$ cat config.mk
export PLATFORM = sky130hd
export DESIGN_NAME = ecdiag_core
export DESIGN_NICKNAME = d
export VERILOG_FILES = /design/src/common/ecdiag_pkg.sv /design/src/hw/ecdiag_core.sv /design/src/hw/ecdiag_pattern.sv
export VERILOG_INCLUDE_DIRS = /design/src /design/src/common
export SDC_FILE = /design/constraint.sdc
export NUM_CORES = 1
export LEC_CHECK = 0
export ABC_CLOCK_PERIOD_IN_PS = 1800
export BUFFER_PORTS_ARGS = -buffer_cell sky130_fd_sc_hd__buf_4
export CORE_ASPECT_RATIO = 0.5
export CORE_UTILIZATION = 50
export CTS_BUF_LIST = sky130_fd_sc_hd__clkbuf_2 sky130_fd_sc_hd__clkbuf_4 sky130_fd_sc_hd__clkbuf_8
export CTS_CLUSTER_SIZE = 20
export DETAILED_ROUTE_END_ITERATION = 16
export GPL_TIMING_DRIVEN = 0
export PLACE_DENSITY = 0.74
export SLEW_MARGIN = 0
export SYNTH_ARGS = -nofsm -noshare
export SYNTH_HDL_FRONTEND = slang
export SYNTH_SLANG_ARGS = --single-unit
$ cat constraint.sdc
create_clock -name clk_in -period 1.8 [get_ports clk_in]
set_input_delay 0 -clock clk_in [delete_from_list [all_inputs] [get_ports clk_in]]
set_output_delay 0 -clock clk_in [all_outputs]
set_load 0.01 [all_outputs]
$ cat src/common/ecdiag_defs.svh
// Constants for the encoder link circuit diagnosis block
// Contract
// - In diagnosis mode, drive stimulus into own link; flag link faults.
// - No diagnosis for quadrature encoders with an index channel.
// - Mode field sampled at power-up only; later writes wait for power cycle.
// - Diagnosis-in-progress alarm held for the whole diagnosis mode.
// - Field value 0 disables, 1 enables; factory value is 0.
// - Analog/pulse variants use their own enable field, same behaviour.
`ifndef ECDIAG_DEFS_SVH
`define ECDIAG_DEFS_SVH
`define ECDIAG_FIELD_DISABLE 1'h0
`define ECDIAG_FIELD_ENABLE  1'h1
`define ECDIAG_FIELD_INIT    1'h0
`define ECDIAG_ALARM_MAJOR   8'h76
`define ECDIAG_ALARM_MINOR   4'h1
`define ECDIAG_PATTERN_SEED  8'h5A
`define ECDIAG_PERIOD_NS     1000
`define ECDIAG_CLK_NS        4
`define ECDIAG_BIT_CYCLES    (`ECDIAG_PERIOD_NS / `ECDIAG_CLK_NS)
`define ECDIAG_FAIL_LIMIT    4'h3
`endif

$ cat src/common/ecdiag_pkg.sv
// Types of the encoder link circuit diagnosis block
package ecdiag_pkg;
  typedef enum logic [1:0] {
    ECDIAG_ST_IDLE   = 2'b00,
    ECDIAG_ST_NORMAL = 2'b01,
    ECDIAG_ST_DIAG   = 2'b10,
    ECDIAG_ST_BLOCK  = 2'b11
  } ecdiag_state_t;

  typedef struct packed {
    logic tx_data;
    logic tx_en;
  } ecdiag_drv_t;

  typedef struct packed {
    logic       active;
    logic [7:0] code_major;
    logic [3:0] code_minor;
  } ecdiag_alarm_t;
endpackage

$ cat src/hw/ecdiag_core.sv
// Encoder link circuit diagnosis controller
`timescale 1ns/10ps
`include "ecdiag_defs.svh"
module ecdiag_core #(
  parameter int BIT_CYCLES = `ECDIAG_BIT_CYCLES
) (
  input  wire logic                    clk_in,
  input  wire logic                    nrst_in,
  input  wire logic                    variant_analog_in,
  input  wire logic                    encoder_quad_index_in,
  input  wire logic                    encoder_diag_enable_field_net_in,
  input  wire logic                    encoder_diag_enable_field_analog_in,
  input  wire logic                    norm_tx_data_in,
  input  wire logic                    norm_tx_en_in,
  input  wire logic                    link_rx_in,
  output ecdiag_pkg::ecdiag_drv_t      link_drv_out,
  output logic                         norm_rx_out,
  output ecdiag_pkg::ecdiag_alarm_t    encoder_diag_in_progress_alarm_out,
  output logic                         diag_fault_out,
  output logic                         diag_unsupported_out,
  output logic                         diag_done_out
);
  import ecdiag_pkg::*;

  // ==========================================================
  // Helpers
  function automatic logic field_on(input logic field);
    return (field == `ECDIAG_FIELD_ENABLE);
  endfunction

  function automatic logic [3:0] sat_inc4(input logic [3:0] val);
    return (val == 4'hF) ? val : val + 4'h1;
  endfunction

  // ==========================================================
  // Power-up capture
  ecdiag_state_t state;
  ecdiag_state_t next_state;
  logic          captured;

  wire net_on     = field_on(encoder_diag_enable_field_net_in);
  wire analog_on  = field_on(encoder_diag_enable_field_analog_in);
  wire sel_enable = variant_analog_in ? analog_on : net_on;
  wire quad_enc   = encoder_quad_index_in;

  always_comb begin
    next_state = state;
    unique case (state)
      ECDIAG_ST_IDLE: begin
        if (!sel_enable) begin
          next_state = ECDIAG_ST_NORMAL;
        end else if (quad_enc) begin
          next_state = ECDIAG_ST_BLOCK;
        end else begin
          next_state = ECDIAG_ST_DIAG;
        end
      end
      ECDIAG_ST_NORMAL: next_state = ECDIAG_ST_NORMAL;
      ECDIAG_ST_DIAG:   next_state = ECDIAG_ST_DIAG;
      ECDIAG_ST_BLOCK:  next_state = ECDIAG_ST_BLOCK;
    endcase
  end

  always_ff @(posedge clk_in) begin
    if (!nrst_in) begin
      state <= ECDIAG_ST_IDLE;
    end else begin
      state <= next_state;
    end
  end

  always_ff @(posedge clk_in) begin
    if (!nrst_in) begin
      captured <= 1'b0;
    end else begin
      captured <= 1'b1;
    end
  end

  // ==========================================================
  // Mode decode
  wire in_normal = (state == ECDIAG_ST_NORMAL);
  wire diag_mode = (state == ECDIAG_ST_DIAG);
  wire in_block  = (state == ECDIAG_ST_BLOCK);
  wire next_diag = (next_state == ECDIAG_ST_DIAG);

  // ==========================================================
  // Stimulus timing
  logic [15:0] bit_cnt;
  logic [15:0] next_bit_cnt;
  logic        stim_bit;

  wire bit_end = diag_mode && (bit_cnt == 16'(BIT_CYCLES - 1));

  assign next_bit_cnt = (!diag_mode || bit_end) ? 16'h0000
                                                : bit_cnt + 16'h0001;

  ecdiag_pattern u_pattern (
    .clk_in  (clk_in),
    .nrst_in (nrst_in),
    .step_in (bit_end),
    .bit_out (stim_bit)
  );

  always_ff @(posedge clk_in) begin
    if (!nrst_in) begin
      bit_cnt <= 16'h0000;
    end else begin
      bit_cnt <= next_bit_cnt;
    end
  end

  // ==========================================================
  // Response check
  logic [3:0] miss_cnt;
  logic [3:0] next_miss_cnt;
  logic [7:0] check_cnt;
  logic [7:0] next_check_cnt;
  logic       rx_q;
  logic       fault;
  logic       next_fault;
  logic       done;
  logic       next_done;

  wire live     = bit_end && !done;
  wire mismatch = live && (rx_q != stim_bit);
  wire last_chk = bit_end && (check_cnt == 8'hFF);
  wire at_limit = (miss_cnt >= `ECDIAG_FAIL_LIMIT);

  assign next_check_cnt = live ? check_cnt + 8'h01 : check_cnt;
  assign next_miss_cnt  = mismatch ? sat_inc4(miss_cnt) : miss_cnt;
  assign next_fault     = fault || (mismatch && at_limit);
  assign next_done      = done || last_chk;

  always_ff @(posedge clk_in) begin
    if (!nrst_in) begin
      rx_q <= 1'b0;
    end else begin
      rx_q <= link_rx_in;
    end
  end

  always_ff @(posedge clk_in) begin
    if (!nrst_in) begin
      miss_cnt  <= 4'h0;
      check_cnt <= 8'h00;
    end else begin
      miss_cnt  <= next_miss_cnt;
      check_cnt <= next_check_cnt;
    end
  end

  always_ff @(posedge clk_in) begin
    if (!nrst_in) begin
      fault <= 1'b0;
      done  <= 1'b0;
    end else begin
      fault <= next_fault;
      done  <= next_done;
    end
  end

  // ==========================================================
  // Link driver and receiver path
  ecdiag_drv_t   next_drv;
  ecdiag_drv_t   drv;
  logic          next_rx_out;
  logic          rx_out;

  always_comb begin
    if (diag_mode) begin
      next_drv.tx_data = stim_bit;
      next_drv.tx_en   = 1'b1;
    end else if (in_normal) begin
      next_drv.tx_data = norm_tx_data_in;
      next_drv.tx_en   = norm_tx_en_in;
    end else begin
      next_drv.tx_data = 1'b0;
      next_drv.tx_en   = 1'b0;
    end
  end

  assign next_rx_out = in_normal ? link_rx_in : 1'b0;

  always_ff @(posedge clk_in) begin
    if (!nrst_in) begin
      drv <= '0;
    end else begin
      drv <= next_drv;
    end
  end

  always_ff @(posedge clk_in) begin
    if (!nrst_in) begin
      rx_out <= 1'b0;
    end else begin
      rx_out <= next_rx_out;
    end
  end

  // ==========================================================
  // Alarm
  ecdiag_alarm_t next_alarm;
  ecdiag_alarm_t alarm;

  assign next_alarm = {next_diag,
                       `ECDIAG_ALARM_MAJOR,
                       `ECDIAG_ALARM_MINOR};

  always_ff @(posedge clk_in) begin
    if (!nrst_in) begin
      alarm <= '0;
    end else begin
      alarm <= next_alarm;
    end
  end

  // ==========================================================
  // Outputs
  assign link_drv_out                       = drv;
  assign norm_rx_out                        = rx_out;
  assign encoder_diag_in_progress_alarm_out = alarm;
  assign diag_fault_out                     = fault;
  assign diag_done_out                      = done;
  assign diag_unsupported_out               = captured && in_block;
endmodule

$ cat src/hw/ecdiag_pattern.sv
// Pseudo-random stimulus generator for the loop check
`timescale 1ns/10ps
`include "ecdiag_defs.svh"
module ecdiag_pattern (
  input  wire logic       clk_in,
  input  wire logic       nrst_in,
  input  wire logic       step_in,
  output logic            bit_out
);
  logic [7:0] lfsr;
  wire        fb = lfsr[7] ^ lfsr[5] ^ lfsr[4] ^ lfsr[3];

  always_ff @(posedge clk_in) begin
    if (!nrst_in) begin
      lfsr <= `ECDIAG_PATTERN_SEED;
    end else if (step_in) begin
      lfsr <= {lfsr[6:0], fb};
    end
  end

  assign bit_out = lfsr[7];
endmodule

== Word-level counts from Yosys, hierarchy flattened ==
Index checks and enable logic that the tools add are counted.
Storage, ports and cells
  input port bits: 9
  output and inout port bits: 19
  flip-flop bits (word level): 58
  logic and storage cells: 55
Operators by class
  add/sub/neg operators: 3
  reductions and logical operators: 15
  order comparisons: 1
  eq/ne operators: 8
  bitwise logic cells: 5
  mux-type cells: 8
Operator list (number)
  16-bit by 1-bit adder with 16-bit output (second input constant): 1
  16-bit by 8-bit equality test with 1-bit output (second input constant): 1
  11-bit 2-to-1 mux: 1
  8-bit by 1-bit adder with 8-bit output (second input constant): 1
  8-bit equality test (second input constant): 1
  2-bit case mux with 4 select lines: 1
  2-bit equality test (second input constant): 3
  1-bit logical AND: 6
  2-bit 2-to-1 mux: 3
  4-bit by 1-bit adder with 4-bit output (second input constant): 1
  4-bit equality test (second input constant): 1
  4-bit by 2-bit >= comparator with 1-bit output (second input constant): 1
  2-bit AND reduction: 2
  1-bit logical OR: 3
  1-bit 2-to-1 mux: 3
  1-bit bitwise XOR: 3
  2-bit by 1-bit equality test with 1-bit output (second input constant): 1
  1-bit zero test: 2
  2-bit zero test: 1
  1-bit NOT: 2
  2-bit OR reduction: 1
  1-bit != test: 1

== Longest topological paths before layout ==
Gate-level depths: netlist of run 1.
  word-level depth: 6
  gate-level depth with buffers: 7
  depth with buffers taken out: 6

== By module ==
Synthesis of run 1 repeated with hierarchy kept, for this count alone.
Unflattened totals
  cell total of the unflattened synthesis: 238
  area total of the unflattened synthesis: 2133.3 um2
Modules (own cells, without submodules)
  ecdiag_core: cells each 210, area an instance 1828.0 um2, times used 1, seq. area each 760.7 um2
  ecdiag_pattern: cells each 28, area an instance 305.3 um2, times used 1, seq. area each 160.2 um2

== Worst setup path before layout of run 1 ==
OpenSTA, ideal clock, no wires.
  kind: reg2reg
  from: register bit_cnt[0]
  to: register check_cnt[3]
  buffers on the path: 0
  arrival time: 1732 ps
  period minus slack after synthesis: 1805 ps
  data required time: 1728 ps
  cell stages (with the launch flop): 6
  library setup time: 72 ps
  setup slack: -5 ps
  path through: dfxtp_1 ha_1 nor3b_1 nand4_2 or4_1 a21oi_1
Between the ends
  cells in the longest elaborated chain, start to end: 3
RTL lines
  from (decl): line ecdiag_core.sv:89  | logic [15:0] bit_cnt;
  from (signal assigned): line ecdiag_core.sv:109  | bit_cnt <= next_bit_cnt;
  16-bit by 8-bit equality test with 1-bit output: line ecdiag_core.sv:93  | wire bit_end = diag_mode && (bit_cnt == 16'(BIT_CYCLES - 1));
  1-bit logical AND: line ecdiag_core.sv:93
  1-bit logical AND: line ecdiag_core.sv:125  | wire live = bit_end && !done;
  to (signal assigned): line ecdiag_core.sv:149  | check_cnt <= next_check_cnt;
  to (decl): line ecdiag_core.sv:117  | logic [7:0] check_cnt;
Every way passes these cells.
A chain may end at the register's enable or synchronous reset.

== Worst setup path in the final report of run 1 ==
  from: register bit_cnt[1]
  to: register check_cnt[5]
The elaborated chain is that of the path after synthesis.

==> results of run 1 <==
power by group:
group | internal [uW] | switching (uW)
logic | 72.6 | 82.1
registers | 1030 | 14.0
clock network | 325 | 343
logic make-up (layout without fill, tap and decap cells):
family                     count (synthesis)  in the layout  synth area share, %
AOI/OAI and AO/OA                         43             43                 11.8
xor gates and xnor gates                  18             18                 7.35
adders and majority gates                  4              4                 2.33
buffers and inverters                     25             64                 6.59
DFF                                       46             46                 42.9
muxes                                      1              1                0.525
other                                      1              6                0.175
and+or+nand+nor                          103            103                 28.2
worst paths after layout:
kind | start | endpoint | slack [ps] | depth (start not counted)
worst max-delay path | bit_cnt[1]$_SDFF_PP0_ | check_cnt[5]$_SDFFE_PN0P_ | 40 | 6
worst min-delay path | encoder_quad_index_in | encoder_diag_in_progress_alarm_out[12]$_SDFF_PN0_ | 60 | 4
worst max register to register | bit_cnt[1]$_SDFF_PP0_ | check_cnt[5]$_SDFFE_PN0P_ | 40 | 6
worst min register to register | bit_cnt[0]$_SDFF_PP0_ | bit_cnt[0]$_SDFF_PP0_ | 470 | 1
cell usage after synthesis, types with 4 or more instances:
library cell and number:
nand3_1 24, ha_1 4, buf_4 12, nor2_1 24, nor4_1 4, and4_1 4
nand4_1 6, dfxtp_1 46, a21oi_1 18, xor2_1 6, o21ai_0 11, or4_1 6
inv_1 5, nor3_1 4, o31ai_1 9, clkbuf_1 5, xnor2_1 12, nand2_1 12
worst register-to-register path, cell delays in order (launching register included):
cell and delay, ps:
dfxtp_4 360, inv_2 60, ha_4 120, nor3b_4 300, nand4_4 220, or4_1 480
a21oi_1 150
metal layers:
metal | track usage, % | vias to the layer above | wire length (um) | share of wire [%]
met5 | 0 | - | 0 | 0
met4 | 9.09 | 0 | 87 | 1.8
met3 | 4.40 | 8 | 250 | 5.2
met2 | 35.4 | 59 | 2250 | 47
met1 | 28.4 | 915 | 2240 | 46
li1 | - | 936 | - | -
sequential cells by signal, summed over array words and instances (netlist names):
name	flops
diag_done_out	1
diag_fault_out	1
check_cnt	8
norm_rx_out	1
rx_q	1
u_pattern.lfsr	8
miss_cnt	4
state	2
bit_cnt	16
link_drv_out	2
encoder_diag_in_progress_alarm_out	2
per-stage QoR:
| step | std cells | hold slack [ps] |
|---|---|---|
| 6_report | 339 | 62.9 |
| 5_1_grt | 339 | 93.3 |
| 4_1_cts | 333 | 55.0 |
| 3_5_place_dp | 321 | 160 |
| 3_3_place_gp | 321 | 154 |
| 2_1_floorplan | 246 | 27.7 |
what timing repair did:
item,4_1_cts,5_1_grt
cloned,0,1
pin swaps,1,13
buffers inserted,0,5
endpoints found under the setup margin,23,14
hold buffers,4,0
gates resized for setup,8,34
hold endpoints to repair,4,0
final cells by class:
type	count	area (sq um)
Fill cell	306	1270
Clock inverter	1	5.00
Sequential cell	46	933
Buffer	19	130
Multi-Input combinational cell	175	1240
Inverter	6	22.5
Clock buffer	7	90.1
Timing Repair Buffer	31	240
Tap cell	54	67.6
==> results.toml, run 1 <==
[outcome]
outcome = "finished clean"

[power]
p_per_area_nw_per_um2 = 683
ir_drop_mv = 0.375
leakagePower_uw = 0.000940
power_uw = 1860

[logic_synthesis]
synth_area_leaders = "dfxtp_1, nand3_1, xnor2_1, a21oi_1, buf_4"
ys_warn_count = 0
yosysSeqAreaShare_pct = 42.9
synth_cells = 241
ys_async_sr_fraction_pct = 0
yosys_register_bits = 46
avgSynthCellArea_sq_um = 8.90
synth_top_cell_by_area = "dfxtp_1"
syn-cell-area_sq_um = 2140
synth.distinct_cells = 39
synth_flop_cell = "dfxtp_1"
synth-edff-count = 0
synth_top_area_share_pct = 42.9

[clocking]
numCtsBuffers = 5
clock_tree.root_cell = "clkbuf_8"
clock_latency_ps = 310
path_clk_slew_ps = 80
cts.sinks = 46
cts_max_level = 2
clock_path_buffers = 2
cts_tree = "done"

[worst_setup_path]
crit_chain = "inv_2 -> ha_4 -> nor3b_4 -> nand4_4 -> or4_1 -> a21oi_1"
cp-end-kind = "flop"
critPathRequiredTime_ps = 2040
cp_num_buf_inv = 1
critPathKind = "flop to flop"
cp_max_fo = 8
arrival_ps = 2000
cpPeakStageDelay_ps = 480
cp_slowest_cell = "or4_1"
cp-start-kind = "flop"
cp_top_family = "simple AND/OR/NAND/NOR gates"

[grt]
grt_max_degree = 14
antenna_found_initial = 0
grt_pass1_wl_um = 7650
grt_pass1_vias = 1665
grt_use_total_pct = 21.8
grt_overflow = 0

[route]
drt.antenna.violating_nets = 0
viasPerCell = 5.66
drt_iter0_markers = 109
first_pass_iters = 4
vias = 1918
routed_wl_um = 4820
wl_per_cell_um = 14.2
drc_errors = 0

[sta]
hold_viol = 0
fin_crit_ps = 1760
fin_crit_sh_pct = 97.8
setup_slack_ps = 39.2
tightest_slew_ps = 501
setup_viol = 0
setup_tns_ps = 0
slew-limit-headroom_pct = 66.6
skew_ps = 6.07
max_freq_mhz = 568
drv_slew = 0
rsz0062_at_grt = "true"

[finish]
mostFrequentLayoutCell = "dfxtp_1"
final_nets = 297
antenna_cells = 0
fin_util_pct = 68.2
most-common-layout-cells = "dfxtp_1, buf_4, nor2_1, nand3_1, a21oi_1"
area_growth_pct = 27.2
drive_above_1_share_pct = 28.4
fin_area_sq_um = 2730

[placement]
hpwl_um = 3140
gp_congestion = 0.820
numPortBuffers = 21
place_area_sq_um = 2390
place_ws_ps = -129

[floorplan]
die-area_sq_um = 4570
initial_core_util_pct = 53.6
die_x_um = 94.6
rows = 16
die_height_um = 48.3
coreArea_sq_um = 4000
ios = 28

[job]
maxCapViolCount = 0

[min_path]
hold_class = "primary input to flop"
Note: power is estimated with default switching activity, not from simulation.
==> run 2: changes to the inputs <==
Settings changed: GPL_ROUTABILITY_DRIVEN from default to 0, PLACE_DENSITY 0.74 to 0.75.
==> run 2 against run 1 <==
Net effect:
- clock skew rose by 3.1 ps
- cell area fell by 2.2%
- global-route usage fell by 1.3 points
- count of clock-buffer cells in the layout fell by 2
- combinational power barely moved
- routed wire length fell by 3.4%
- non-clock buffer count fell by 2
- worst hold slack barely moved
- register-to-register slack improved by 20 ps
- critical path type unchanged
- largest cell class unchanged
==> results.toml, run 2 (synthesis gave the netlist of run 1 again) <==
[sta]
max_freq_mhz = 575
skew_ps = 9.12
fin_crit_sh_pct = 96.5
drv_slew = 0
hold_viol = 0
fin_crit_ps = 1740
setup_slack_ps = 62.3
setup_viol = 0

[min_path]
hold_class = "primary input to flop"

[clocking]
clock_path_buffers = 2
clock_tree.root_cell = "clkbuf_8"
cts.sinks = 46
clock_latency_ps = 310
cts_max_level = 2
path_clk_slew_ps = 80
cts_tree = "done"
numCtsBuffers = 5

[floorplan]
die_height_um = 48.3
initial_core_util_pct = 53.6
die-area_sq_um = 4570
coreArea_sq_um = 4000
rows = 16
ios = 28
die_x_um = 94.6

[worst_setup_path]
arrival_ps = 1980
cp-end-kind = "flop"
cp_max_fo = 7
critPathKind = "flop to flop"
critPathRequiredTime_ps = 2040
cp-start-kind = "flop"

[job]
maxCapViolCount = 0

[route]
drt_iter0_markers = 80
routed_wl_um = 4660
wl_per_cell_um = 13.9
first_pass_iters = 5
viasPerCell = 5.62
vias = 1889
drc_errors = 0
drt.antenna.violating_nets = 0

[outcome]
outcome = "finished clean"

[power]
p_per_area_nw_per_um2 = 674
ir_drop_mv = 0.326
power_uw = 1800
leakagePower_uw = 0.000922

[finish]
drive_above_1_share_pct = 25.5
mostFrequentLayoutCell = "dfxtp_1"
reg.largest.list = "bit_cnt (16), check_cnt (8), u_pattern.lfsr (8)"
fin_area_sq_um = 2670
regMostFlops = "bit_cnt"
largest_register_ffs = 16
most-common-layout-cells = "dfxtp_1, buf_4, nor2_1, nand3_1, a21oi_1"
area_growth_pct = 24.4
antenna_cells = 0
final_nets = 295

[grt]
grt_pass1_wl_um = 7300
grt_use_total_pct = 20.5
grt_overflow = 0
grt_pass1_vias = 1613
grt_max_degree = 14
antenna_found_initial = 0

[placement]
place_ws_ps = -123
numPortBuffers = 21
place_area_sq_um = 2390
hpwl_um = 3060
==> run 2: layout make-up <==
type / instances / area [sq um]
repair buffers: 29 / 231
multi-input cells: 175 / 1210
plain buffers: 19 / 130
well taps: 54 / 67.6
clock buffers: 5 / 68.8
inverters: 6 / 22.5
flip-flops and latches: 46 / 930
fillers: 327 / 1340
clock inverters: 2 / 10.0
==> run 2: power by group <==
part / switching, uW / internal (uW) / leakage, uW / total (uW)
Combinational: 80.0 / 72.9 / 0.000504 / 153
Sequential: 14.2 / 1030 / 0.000374 / 1040
Clock: 343 / 261 / 0.0000438 / 604
Total: 437 / 1360 / 0.000922 / 1800
==> run 2: per-layer routing <==
metal	share of wire, %	track usage [%]	vias to the layer above
met5	0	0	-
met4	0.97	6.82	0
met3	5.9	5.19	6
met2	47	34.3	61
met1	46	25.7	886
li1	-	-	936
==> run 2: what timing repair did <==
item | in CTS | in global routing
pin swaps | 6 | 8
resized for setup | 12 | 23
buffers inserted | 1 | 3
setup endpoints to repair | 23 | 12
hold buffers | 4 | 0
hold endpoints to repair | 4 | 0
==> run 2: final timing paths <==
check,slack [ps],endpoint,start,cells after the start
setup / recovery,60,check_cnt[3]$_SDFFE_PN0P_,bit_cnt[1]$_SDFF_PP0_,6
setup reg to reg,60,check_cnt[3]$_SDFFE_PN0P_,bit_cnt[1]$_SDFF_PP0_,6
hold reg to reg,470,u_pattern.lfsr[2]$_SDFFE_PN0P_,u_pattern.lfsr[1]$_SDFFE_PN1P_,2
hold / removal,60,encoder_diag_in_progress_alarm_out[12]$_SDFF_PN0_,encoder_quad_index_in,4
==> run 2: critical path: stages, from the launching register on <==
cell and delay [ps]:
dfxtp_4 360, inv_2 60, ha_4 120, nor3b_4 290, nand4_4 200, or4_4 520
a21oi_2 120
==> run 2: through the flow <==
step	setup TNS, ps	util (%)	cells	hold WS, ps
after floorplan	0	-	246	27.7
after detailed placement	-1050	59.8	321	157
after CTS	0	64.3	333	62.3
after global routing	-69.4	66.6	336	95.2
after global placement	-517	59.8	321	151
final	0	66.6	336	63.1
==> run 3: changes to the inputs <==
Settings changed: CORE_UTILIZATION 50 to 39, PLACE_DENSITY 0.75 to 0.62.
==> run 3 against run 2 <==
Net effect:
- count of clock-buffer cells in the layout increased by 1
- global-route usage decreased by 4.4 points
- clock power increased by 4.8%
- worst hold slack improved by 1.6 ps
- core utilization decreased by 13 points
- combinational power about the same
- die area increased by 27%
- first-iteration DRC count decreased by 7.5%
- cell area increased by 2.2%
- fmax about the same
- worst setup slack got worse by 1.5 ps
- largest cell class unchanged
==> results.toml, run 3 (synthesis gave the netlist of run 1 again) <==
[grt]
grt_overflow = 0
grt_pass1_vias = 1518
antenna_found_initial = 0
grt_max_degree = 13
grt_use_total_pct = 16.0
grt_pass1_wl_um = 7170

[outcome]
outcome = "finished clean"

[sta]
fin_crit_ps = 1740
holdWs_ps = 64.7
skew_ps = 8.58
setup_tns_ps = 0
rsz0062_at_grt = "true"
setup_slack_ps = 60.8
setup_viol = 0
hold_viol = 0
max_freq_mhz = 575
drv_slew = 0
fin_crit_sh_pct = 96.6

[power]
leakagePower_uw = 0.000939
power_uw = 1830
ir_drop_mv = 0.291
p_per_area_nw_per_um2 = 671

[worst_setup_path]
cp_num_buf_inv = 1
startpoint = "bit_cnt[1]$_SDFF_PP0_"
cp-start-kind = "flop"
cpPeakStageDelay_ps = 500
cp_top_family = "simple AND/OR/NAND/NOR gates"
critPathRequiredTime_ps = 2030
cp-end-kind = "flop"
critPathKind = "flop to flop"
timing.rr.start = "bit_cnt[1]$_SDFF_PP0_"
arrival_ps = 1970
cp_slowest_cell = "or4_1"
crit_chain = "inv_2 -> ha_4 -> nor3b_4 -> nand4_4 -> or4_1 -> a21oi_1"
cp_max_fo = 7

[clocking]
cts.sinks = 46
clock_tree.root_cell = "clkbuf_8"
clock_path_buffers = 2
clock_latency_ps = 300
path_clk_slew_ps = 80
cts_max_level = 2
numCtsBuffers = 5
cts_tree = "done"

[route]
wl_per_cell_um = 13.2
dr_wl_met3_um = 219
first_pass_iters = 4
viasPerCell = 5.19
vias = 1849
drt.antenna.violating_nets = 0
drc_errors = 0
routed_wl_um = 4680
drt_iter0_markers = 74
met1_length_um = 2290
dr_wl_met2_um = 2110
top_layer_used = "met4"

[finish]
regMostFlops = "bit_cnt"
final_nets = 300
area_growth_pct = 27.1
drive_above_1_share_pct = 26.9
largest_register_ffs = 16
antenna_cells = 0
reg.largest.list = "bit_cnt (16), check_cnt (8), u_pattern.lfsr (8)"
mostFrequentLayoutCell = "buf_4"
most-common-layout-cells = "buf_4, dfxtp_1, nor2_1, nand3_1, a21oi_1"

[floorplan]
initial_core_util_pct = 41.9
ios = 28
coreArea_sq_um = 5110
die-area_sq_um = 5820
die_height_um = 54.4
die_x_um = 107
rows = 18

[placement]
hpwl_um = 3110
numPortBuffers = 21
place_ws_ps = -180

[min_path]
min-delay-start = "encoder_quad_index_in"
hold_class = "primary input to flop"

[job]
maxCapViolCount = 0
==> run 3: repair_timing <==
action	CTS	global route
hold buffers	4	0
pin swaps	3	12
gates resized for setup	12	21
setup buffers	3	6
endpoints found under the setup margin	23	24
endpoints found under the hold margin	4	0
==> run 3: worst min-delay path: stages <==
cell and delay [ps]:
buf_4 80, inv_1 30, a21oi_1 150, nor3_1 60
==> run 3: through the flow <==
step | std cells | utilization, % | cell area [sq um]
CTS | 350 | 51.1 | 2610
detailed placement | 337 | 47.2 | 2410
finish | 356 | 53.3 | 2730
global placement | 337 | 47.2 | 2410
global route | 356 | 53.3 | 2730
floorplan | 246 | - | 2170
==> run 3: per-layer routing <==
metal  vias up  global-route usage, %
met1       861                   20.6
li1        940                      -
met4         0                   5.48
met3         8                   3.57
met2        40                   27.4
met5         -                      0
==> run 3: area by class of cell <==
| type | instances | area (sq um) |
|---|---|---|
| Fill cell | 464 | 2390 |
| Multi-Input combinational cell | 175 | 1200 |
| Sequential cell | 46 | 931 |
| Timing Repair Buffer | 34 | 269 |
| Buffer | 19 | 129 |
| Tap cell | 70 | 87.6 |
| Clock buffer | 6 | 82.6 |
| Inverter | 6 | 22.5 |
==> run 3: report_power, final <==
| group | internal (uW) | total [uW] | switching [uW] |
|---|---|---|---|
| Combinational | 72.7 | 152 | 79.1 |
| Clock | 297 | 633 | 336 |
| Sequential | 1030 | 1040 | 14.4 |
| Total | 1400 | 1830 | 430 |
==> run 3: worst paths after layout <==
kind / end / slack, ps / depth (start not counted)
min reg2reg: diag_fault_out$_SDFF_PN0_ / 460 / 2
min: encoder_diag_in_progress_alarm_out[12]$_SDFF_PN0_ / 60 / 4
max reg2reg: check_cnt[3]$_SDFFE_PN0P_ / 60 / 6
max: check_cnt[3]$_SDFFE_PN0P_ / 60 / 6
